File: src/motion_regs_pkg.sv
package motion_regs_pkg;
    // Wishbone geometry: one 32-bit word per register
    localparam int ADR_W = 10;
    localparam int DAT_W = 32;
    localparam int SEL_W = 4;
    localparam int IDX_LSB = 2;
    localparam int IDX_W = 8;
    localparam int BYTE_W = 8;
    localparam int WORD_W = 16;
    // Register indices; byte address is four times the index
    localparam logic [7:0] IDX_KNOCK = 8'h1c;
    localparam logic [7:0] IDX_ORIENT = 8'h1d;
    localparam logic [7:0] IDX_READY = 8'h1e;
    localparam logic [7:0] IDX_TEMP_L = 8'h20;
    localparam logic [7:0] IDX_TEMP_H = 8'h21;
    localparam logic [7:0] IDX_RATE_X_L = 8'h22;
    localparam logic [7:0] IDX_RATE_X_H = 8'h23;
    localparam logic [7:0] IDX_RATE_Y_L = 8'h24;
    localparam logic [7:0] IDX_RATE_Y_H = 8'h25;
    localparam logic [7:0] IDX_RATE_Z_L = 8'h26;
    localparam logic [7:0] IDX_RATE_Z_H = 8'h27;
    localparam logic [7:0] IDX_IRQ_STATUS = 8'h40;
    localparam logic [7:0] IDX_IRQ_MASK = 8'h41;
    // Knock source fields
    localparam int KNOCK_EVT_BIT = 6;
    localparam int KNOCK_ONE_BIT = 5;
    localparam int KNOCK_TWO_BIT = 4;
    localparam int KNOCK_NEG_BIT = 3;
    // Orientation source fields; limits occupy bits 5..0
    localparam int ORIENT_CHG_BIT = 6;
    localparam int LIM_W = 6;
    localparam int AXIS_W = 3;
    // Sample-ready fields
    localparam int TEMP_RDY_BIT = 2;
    localparam int GYRO_RDY_BIT = 1;
    localparam int ACCEL_RDY_BIT = 0;
    // Interrupt sources, one bit each
    localparam int IRQ_KNOCK = 0;
    localparam int IRQ_ORIENT = 1;
    localparam int IRQ_TEMP = 2;
    localparam int IRQ_GYRO = 3;
    localparam int IRQ_ACCEL = 4;
    localparam int IRQ_N = 5;
    // Raw temperature converter width, sign-extended to a word
    localparam int TEMP_RAW_W = 12;
    localparam logic [7:0] BYTE_ZERO = 8'h00;
    localparam logic [15:0] WORD_ZERO = 16'h0000;
endpackage : motion_regs_pkg

File: src/motion_event_readout.sv
// Function
// - Knock event flag reads 1 after any tap, 0 after reset.
// - Knock one flag set on a single tap, reset 0.
// - Knock two flag set on a double tap, reset 0.
// - Knock sign bit: 0 positive, 1 negative, reset 0.
// - Per-axis X, Y, Z tap bits, reset 0.
// - Bit 7 of knock and orientation sources always reads 0.
// - Orientation change flag set on position change, reset 0.
// - Six limit flags Z high down to X low in bits 5..0.
// - Temperature sample ready flag, reset 0.
// - Gyro sample ready flag, reset 0.
// - Accel sample ready flag, reset 0.
// - Temperature word: low byte lower address, high byte next.
// - Temperature sign-extended to bit 15.
// - Rate X word: low byte, then high byte.
// - Rate Y word: low byte, then high byte.
// - Rate Z low byte at its own address.
// - Rate Z high byte at the following address.
module motion_event_readout
(
    // Clock and reset
    input wire logic clk_i,
    input wire logic rst_i,
    // Wishbone classic slave
    input wire logic cyc_i,
    input wire logic stb_i,
    input wire logic we_i,
    input wire logic [motion_regs_pkg::ADR_W-1:0] adr_i,
    input wire logic [motion_regs_pkg::SEL_W-1:0] sel_i,
    input wire logic [motion_regs_pkg::DAT_W-1:0] dat_i,
    output logic [motion_regs_pkg::DAT_W-1:0] dat_o,
    output logic ack_o,
    // Knock detector
    input wire logic knock_evt_i,
    input wire logic knock_one_i,
    input wire logic knock_two_i,
    input wire logic knock_neg_i,
    input wire logic [motion_regs_pkg::AXIS_W-1:0] knock_axis_i,
    // Orientation detector
    input wire logic orient_evt_i,
    input wire logic [motion_regs_pkg::LIM_W-1:0] orient_lim_i,
    // Sample sources
    input wire logic temp_vld_i,
    input wire logic [motion_regs_pkg::TEMP_RAW_W-1:0] temp_raw_i,
    input wire logic gyro_vld_i,
    input wire logic [motion_regs_pkg::WORD_W-1:0] gyro_x_i,
    input wire logic [motion_regs_pkg::WORD_W-1:0] gyro_y_i,
    input wire logic [motion_regs_pkg::WORD_W-1:0] gyro_z_i,
    input wire logic accel_vld_i,
    // Interrupt
    output logic irq_o
);
    import motion_regs_pkg::*;

    logic ack_q;
    logic [DAT_W-1:0] dat_q;
    logic [DAT_W-1:0] rd_d;
    logic [IDX_W-1:0] idx;
    logic take;
    logic rd_take;
    logic wr_take;
    logic [BYTE_W-2:0] knock_q;
    logic [BYTE_W-2:0] orient_q;
    logic temp_rdy_q;
    logic gyro_rdy_q;
    logic accel_rdy_q;
    logic [WORD_W-1:0] temp_q;
    logic [WORD_W-1:0] gyro_x_q;
    logic [WORD_W-1:0] gyro_y_q;
    logic [WORD_W-1:0] gyro_z_q;
    logic [IRQ_N-1:0] irq_ev;
    logic [IRQ_N-1:0] irq_stat_q;
    logic [IRQ_N-1:0] irq_mask_q;
    logic irq_q;

    // Request decode; a new request is taken only when no ack is out
    assign idx = adr_i[IDX_LSB+IDX_W-1:IDX_LSB];
    assign take = cyc_i && stb_i && !ack_q;
    assign rd_take = take && !we_i;
    assign wr_take = take && we_i && sel_i[0];

    // Ack one cycle after the request, dropped the cycle after
    always_ff @(posedge clk_i) begin
        if (rst_i) begin
            ack_q <= 1'b0;
        end else begin
            ack_q <= take;
        end
    end

    // Read data mux; unmapped indices read zero
    always_comb begin
        rd_d = '0;
        unique case (idx)
            IDX_KNOCK: rd_d[BYTE_W-1:0] = {1'b0, knock_q};
            IDX_ORIENT: rd_d[BYTE_W-1:0] = {1'b0, orient_q};
            IDX_READY: begin
                rd_d[TEMP_RDY_BIT] = temp_rdy_q;
                rd_d[GYRO_RDY_BIT] = gyro_rdy_q;
                rd_d[ACCEL_RDY_BIT] = accel_rdy_q;
            end
            IDX_TEMP_L: rd_d[BYTE_W-1:0] = temp_q[BYTE_W-1:0];
            IDX_TEMP_H: rd_d[BYTE_W-1:0] = temp_q[WORD_W-1:BYTE_W];
            IDX_RATE_X_L: rd_d[BYTE_W-1:0] = gyro_x_q[BYTE_W-1:0];
            IDX_RATE_X_H: rd_d[BYTE_W-1:0] = gyro_x_q[WORD_W-1:BYTE_W];
            IDX_RATE_Y_L: rd_d[BYTE_W-1:0] = gyro_y_q[BYTE_W-1:0];
            IDX_RATE_Y_H: rd_d[BYTE_W-1:0] = gyro_y_q[WORD_W-1:BYTE_W];
            IDX_RATE_Z_L: rd_d[BYTE_W-1:0] = gyro_z_q[BYTE_W-1:0];
            IDX_RATE_Z_H: rd_d[BYTE_W-1:0] = gyro_z_q[WORD_W-1:BYTE_W];
            IDX_IRQ_STATUS: rd_d[IRQ_N-1:0] = irq_stat_q;
            IDX_IRQ_MASK: rd_d[IRQ_N-1:0] = irq_mask_q;
            default: rd_d = '0;
        endcase
    end

    // Read data is captured with the ack so it stands while ack is high
    always_ff @(posedge clk_i) begin
        if (rst_i) begin
            dat_q <= '0;
        end else if (rd_take) begin
            dat_q <= rd_d;
        end
    end

    // Knock source: a new event overrides a clear-on-read in the same cycle
    always_ff @(posedge clk_i) begin
        if (rst_i) begin
            knock_q <= '0;
        end else if (knock_evt_i) begin
            knock_q[KNOCK_EVT_BIT] <= 1'b1;
            knock_q[KNOCK_ONE_BIT] <= knock_one_i;
            knock_q[KNOCK_TWO_BIT] <= knock_two_i;
            knock_q[KNOCK_NEG_BIT] <= knock_neg_i;
            knock_q[AXIS_W-1:0] <= knock_axis_i;
        end else if (rd_take && idx == IDX_KNOCK) begin
            knock_q <= '0;
        end
    end

    // Orientation source, same clear-on-read policy as the knock source
    always_ff @(posedge clk_i) begin
        if (rst_i) begin
            orient_q <= '0;
        end else if (orient_evt_i) begin
            orient_q[ORIENT_CHG_BIT] <= 1'b1;
            orient_q[LIM_W-1:0] <= orient_lim_i;
        end else if (rd_take && idx == IDX_ORIENT) begin
            orient_q <= '0;
        end
    end

    // Temperature sample and its ready flag load together
    always_ff @(posedge clk_i) begin
        if (rst_i) begin
            temp_q <= WORD_ZERO;
            temp_rdy_q <= 1'b0;
        end else if (temp_vld_i) begin
            temp_q <= {{(WORD_W-TEMP_RAW_W){temp_raw_i[TEMP_RAW_W-1]}}, temp_raw_i};
            temp_rdy_q <= 1'b1;
        end else if (rd_take && idx == IDX_TEMP_H) begin
            temp_rdy_q <= 1'b0; // High byte read ends the sample
        end
    end

    // Gyro triple loads at once so the three axes stay coherent
    always_ff @(posedge clk_i) begin
        if (rst_i) begin
            gyro_x_q <= WORD_ZERO;
            gyro_y_q <= WORD_ZERO;
            gyro_z_q <= WORD_ZERO;
            gyro_rdy_q <= 1'b0;
        end else if (gyro_vld_i) begin
            gyro_x_q <= gyro_x_i;
            gyro_y_q <= gyro_y_i;
            gyro_z_q <= gyro_z_i;
            gyro_rdy_q <= 1'b1;
        end else if (rd_take && idx == IDX_RATE_Z_H) begin
            gyro_rdy_q <= 1'b0; // Last byte of the set
        end
    end

    // Accel data lives elsewhere, so a status read ends its flag
    always_ff @(posedge clk_i) begin
        if (rst_i) begin
            accel_rdy_q <= 1'b0;
        end else if (accel_vld_i) begin
            accel_rdy_q <= 1'b1;
        end else if (rd_take && idx == IDX_READY) begin
            accel_rdy_q <= 1'b0;
        end
    end

    // Interrupt event vector
    assign irq_ev[IRQ_KNOCK] = knock_evt_i;
    assign irq_ev[IRQ_ORIENT] = orient_evt_i;
    assign irq_ev[IRQ_TEMP] = temp_vld_i;
    assign irq_ev[IRQ_GYRO] = gyro_vld_i;
    assign irq_ev[IRQ_ACCEL] = accel_vld_i;

    // Sticky status bits, write one to clear; a set wins over the clear
    for (genvar i = 0; i < IRQ_N; i++) begin : g_irq
        always_ff @(posedge clk_i) begin
            if (rst_i) begin
                irq_stat_q[i] <= 1'b0;
            end else if (irq_ev[i]) begin
                irq_stat_q[i] <= 1'b1;
            end else if (wr_take && idx == IDX_IRQ_STATUS && dat_i[i]) begin
                irq_stat_q[i] <= 1'b0;
            end
        end
    end

    // Mask register is the only one loaded by writes; status takes write-one-to-clear, all others ignore writes
    // writes ignored
    always_ff @(posedge clk_i) begin
        if (rst_i) begin
            irq_mask_q <= '0;
        end else if (wr_take && idx == IDX_IRQ_MASK) begin
            irq_mask_q <= dat_i[IRQ_N-1:0];
        end
    end

    // Registered level; lags the status by one cycle
    always_ff @(posedge clk_i) begin
        if (rst_i) begin
            irq_q <= 1'b0;
        end else begin
            irq_q <= |(irq_stat_q & irq_mask_q);
        end
    end

    assign dat_o = dat_q;
    assign ack_o = ack_q;
    assign irq_o = irq_q;
endmodule : motion_event_readout

File: config.mk
export PLATFORM = sky130hd
export DESIGN_NAME = motion_event_readout
export DESIGN_NICKNAME = d
export VERILOG_FILES = /design/src/motion_regs_pkg.sv /design/src/motion_event_readout.sv
export SDC_FILE = /design/constraint.sdc
export NUM_CORES = 1
export LEC_CHECK = 0
export BUFFER_PORTS_ARGS = -buffer_cell sky130_fd_sc_hd__buf_2
export CORE_UTILIZATION = 52
export DETAILED_ROUTE_END_ITERATION = 8
export PLACE_DENSITY = 0.86
export SLEW_MARGIN = 20
export SYNTH_ARGS = -nofsm -noshare
export SYNTH_HDL_FRONTEND = slang
export SYNTH_SLANG_ARGS = --single-unit
File: constraint.sdc
create_clock -name clk_i -period 2.7 [get_ports clk_i]
set_input_delay 0.54 -clock clk_i [delete_from_list [all_inputs] [get_ports clk_i]]
set_output_delay 0.54 -clock clk_i [all_outputs]
set_load 0.01 [all_outputs]
Word-level counts from Yosys, hierarchy flattened --
Index checks and enable logic that the tools add are counted.
Word-level totals: bits in registers 97, output and inout port bits 34, word-level logic and storage cells 85
Operators by class: equal/unequal tests 13, mux-type cells 23, bitwise operators 1, reduce and logical (&&, ||, !) cells 30
Operator list (number):
- $eq 8x6->1 const B | 8
- $pmux 3 s13 | 1
- $pmux 3 s10 | 1
- $mux 7 | 4
- $eq 8x5->1 const B | 3
- $pmux 2 s12 | 1
- $reduce_bool 2->1 | 10
- $logic_and 1x1->1 | 17
- $eq 8x7->1 const B | 2
- $mux 1 | 16
- $and 5x5->5 | 1
- $reduce_or 5->1 | 1
- $logic_not 1->1 | 2

Longest topological paths before layout --
depth after elaboration 8, mapped depth 7, depth with buffers taken out 5

Worst setup path after synthesis --
OpenSTA, ideal clock, no wires.
path kind in2reg, start point input adr_i[4] in the netlist's numbering, end point register irq_stat_q[0], library setup time 128 ps, arrival 1780 ps, slack 792 ps, stages on the path 7, path buffers 2, cell sequence buf_6 -> or4_4 -> nor4_4 -> buf_6 -> nand3_2 -> a21oi_2 -> nor2_1
Between the ends: longest elaborated chain between the ends 4
Ends and longest elaborated chain:
- start, declared | line motion_event_readout.sv:28 | input wire logic [motion_regs_pkg::ADR_W-1:0] adr_i,
- $eq 8x7->1 | line motion_event_readout.sv:207 | end else if (wr_take && idx == IDX_IRQ_STATUS && dat_i[i]) begin
- $logic_and 1x1->1 (2 in a row) | line motion_event_readout.sv:207
- $reduce_bool 2->1 (no line)
- end signal, assigned by index | line motion_event_readout.sv:204 | irq_stat_q[i] <= 1'b0;
- end signal, assigned by index | line motion_event_readout.sv:206 | irq_stat_q[i] <= 1'b1;
- end signal, assigned by index | line motion_event_readout.sv:208 | irq_stat_q[i] <= 1'b0;
- end, declared | line motion_event_readout.sv:72 | logic [IRQ_N-1:0] irq_stat_q;
No other way between the ends. A chain may end at the register's enable or synchronous reset.

Worst setup path in the final report --
start point input adr_i[5] in the netlist's numbering, end point register irq_mask_q[1]
Between the ends: longest elaborated chain between the ends 2
Ends and longest elaborated chain:
- $eq 8x7->1 | line motion_event_readout.sv:218 | end else if (wr_take && idx == IDX_IRQ_MASK) begin
- $logic_and 1x1->1 | line motion_event_readout.sv:218
- end signal, assigned | line motion_event_readout.sv:219 | irq_mask_q <= dat_i[IRQ_N-1:0];
- end, declared | line motion_event_readout.sv:73 | logic [IRQ_N-1:0] irq_mask_q;
No other way between the ends.

==> results.py <==
metrics = {
    "logic_synthesis": {
        "synth_edf_count": 0,
        "synth_top_family_by_area": "multiplexers",
        "synth-adder-area-share_pct": 0,
        "synthArstFlopShare_pct": 0,
        "synthFlopType": "dfxtp_1",
        "synth_xor_area_share_pct": 0,
        "synthMuxAreaShare_pct": 19.3,
        "syn_area_sq_um": 4640,
        "synth-compound-area-share_pct": 12.6,
        "ys_warn_count": 0,
        "yosys.area_share.simple_pct": 18.4,
        "ys_types": 56,
        "yosysSeqAreaShare_pct": 41.9,
        "synth-seq-cells": 97,
        "syn_inst": 495,
        "syn_area_per_cell_sq_um": 9.37,
    },
    "flow_run": {
        "maxCapViolations": 0,
    },
    "timing": {
        "setup_tns_ps": 0,
        "hold_viol": 0,
        "slew_violations": 0,
        "slew_headroom_pct": 49.3,
        "fin_crit_sh_pct": 78.7,
        "skew_ps": 9.31,
        "timing.hold.ws_ps": 403,
        "tightest_slew_ps": 758,
        "rsz0062_at_grt": "false",
        "fmax_mhz": 471,
        "fin_crit_ps": 2120,
        "setup_violations": 0,
        "final.setup.worst_slack_ps": 576,
    },
    "cts": {
        "hold_buffers": 0,
        "clock_latency_ps": 370,
        "post_cts_resized": 0,
        "cts_root_buf": "clkbuf_8",
        "numCtsBuffers": 9,
        "cts_sinks": 97,
        "clk_pin_slew_ps": 90,
        "cts_buffer_depth": 2,
        "cts_tree": "done",
        "htreeDepth": 3,
        "post_cts_buffers": 0,
    },
    "die": {
        "die_h_microns": 96.4,
        "die-width_microns": 96.4,
        "row_count": 34,
        "coreArea_sq_um": 8680,
        "die-area_sq_um": 9300,
        "num_io_pins": 162,
        "start_util_pct": 53.4,
    },
    "critical_path": {
        "rrSetupSlack_ps": 810,
        "endpoint_kind": "flop",
        "r2r_end": "irq_mask_q[1]",
        "path_class": "input pin to flop",
        "start_kind": "input pin",
        "r2r_start": "ack_o",
        "reg2regPathDepth": 5,
        "critPathLaunch": "adr_i[5]",
        "cpPeakStageDelay_ps": 600,
        "crit_top_cell": "nand2_1",
        "critPathMaxFanout": 11,
        "crit_family": "simple AND/OR/NAND/NOR gates",
        "cp.arrival_ps": 2350,
        "cp_cell_sequence": "buf_2 -> or4_4 -> nor4_4 -> nand2_1 -> nand2_1 -> a21oi_1",
        "crit_slowest_cell": "or4_4",
        "worstPathRequired_ps": 2930,
        "critical_path_buf_inv_count": 1,
    },
    "global_route": {
        "grt_busiest_layer": "met2",
        "grt.met3_usage_pct": 4.85,
        "grt_overflow": 0,
        "track_usage_pct": 27.3,
        "antenna_found_initial": 0,
        "grt_pass1_vias": 3816,
        "grt_pass1_wl_mm": 19.0,
        "grt_max_degree": 51,
        "use_met1_pct": 35.9,
        "grt_util_met2_pct": 44.6,
    },
    "final_layout": {
        "multi_input_area_sq_um": 2420,
        "seqCellArea_sq_um": 1940,
        "area_delta_synth_final_pct": 15.8,
        "final_area_sq_um": 5370,
        "final_common_cell": "buf_2",
        "fillCellCount": 795,
        "drive_above_1_share_pct": 27.6,
        "finalNetCount": 718,
        "most-common-layout-cells": "buf_2, dfxtp_1, nor2_1",
        "num_antenna_cells": 0,
    },
    "route": {
        "dr.first_iter.drc_count": 308,
        "drc": 0,
        "dr.pass1.iters": 5,
        "ant_nets": 0,
        "vias": 4007,
        "routed_wirelength_mm": 12.0,
        "vias_per_cell": 5.70,
        "routedWlPerCell_microns": 17.0,
    },
    "power_and_ir_drop": {
        "p_leak_nw": 2.34,
        "finalPower_mw": 2.98,
        "ir_drop_mv": 0.320,
        "power.density_nw_per_um2": 555,
    },
    "min_path": {
        "hp-start": "gyro_x_i[0]",
        "min_to": "gyro_x_q[0]",
        "hold_depth": 3,
        "hold_path_class": "input pin to flop",
    },
    "place": {
        "place_hpwl_mm": 8.85,
        "port_buffers": 105,
        "gp_congestion": 0.946,
        "place_ws_ps": 229,
        "postPlaceCellArea_sq_um": 5150,
    },
    "outcome": {
        "status": "finished clean",
    },
}
==> synth_stat cells (4+ instances only) <==
master	number	area (sq um)
nor2_1	95	357
dfxtp_1	97	1940
a31oi_1	4	25.0
a21oi_2	4	35.0
mux2_2	6	67.6
nand3b_1	6	45.0
nand3_1	17	85.1
buf_1	8	30.0
mux2i_1	69	691
nand3_2	5	50.1
nand2_1	20	75.1
a21oi_1	17	85.1
a211oi_1	4	30.0
inv_1	4	15.0
mux4_2	6	135
o21ai_0	8	40.0
clkbuf_1	12	45.0
buf_4	28	210
a22oi_1	19	143
buf_2	8	40.0
==> metal layers <==
metal	routed length (microns)	vias up
li1	-	1896
met4	294	0
met1	5170	1920
met3	796	26
met5	0	-
met2	5710	165
==> state kept, by name (all words and copies together), names as in the netlist <==
register     count
accel_rdy_q      1
ack_o            1
dat_o            8
gyro_rdy_q       1
gyro_x_q        16
gyro_y_q        16
gyro_z_q        16
irq_mask_q       5
irq_o            1
irq_stat_q       5
knock_q          7
orient_q         7
temp_q          12
temp_rdy_q       1
==> where the power goes <==
part           total, mW  leakage, nW  switching (mW)  internal (mW)
logic              0.390         1.44           0.215          0.175
clock network       1.04        0.107           0.511          0.527
registers           1.55        0.800          0.0486           1.51
==> tightest hold or removal path, stage by stage <==
cell and delay (ps):
buf_2 70, mux2i_1 50, nor2_1 70
==> worst max path at each step <==
stage,endpoint,slack (ps),cells after the start
final,irq_mask_q[1],580,6
after global routing,irq_mask_q[0],450,6
after CTS,irq_mask_q[1],610,6
after detailed placement,irq_mask_q[1],230,6
after global placement,irq_mask_q[0],340,6
after floorplan,irq_stat_q[0],790,7
==> kinds of logic (layout without fill, tap and decap cells) <==
family                 after synthesis  count (layout)
AND/OR/NAND/NOR                    172             172
flip-flops                          97              97
AO/OA/AOI/OAI                       82              82
multiplexers                        81              81
buffers and inverters               62             139
other                                1              24
==> cell type report <==
class | instances | area share, %
multi-input combinational | 359 | 45.0
sequential | 97 | 36.1
timing repair buffer | 119 | 12.0
tap | 108 | 2.52
clock buffer | 10 | 2.38
clock inverter | 6 | 1.68
inverter | 4 | 0.279
==> through the flow <==
stage                     utilization (%)  cells
after floorplan                         -    518
after global placement               59.4    687
after detailed placement             59.4    687
after CTS                            61.9    703
after global routing                 61.9    703
final                                61.9    703
No activity file was read; power rests on OpenSTA's default activity.
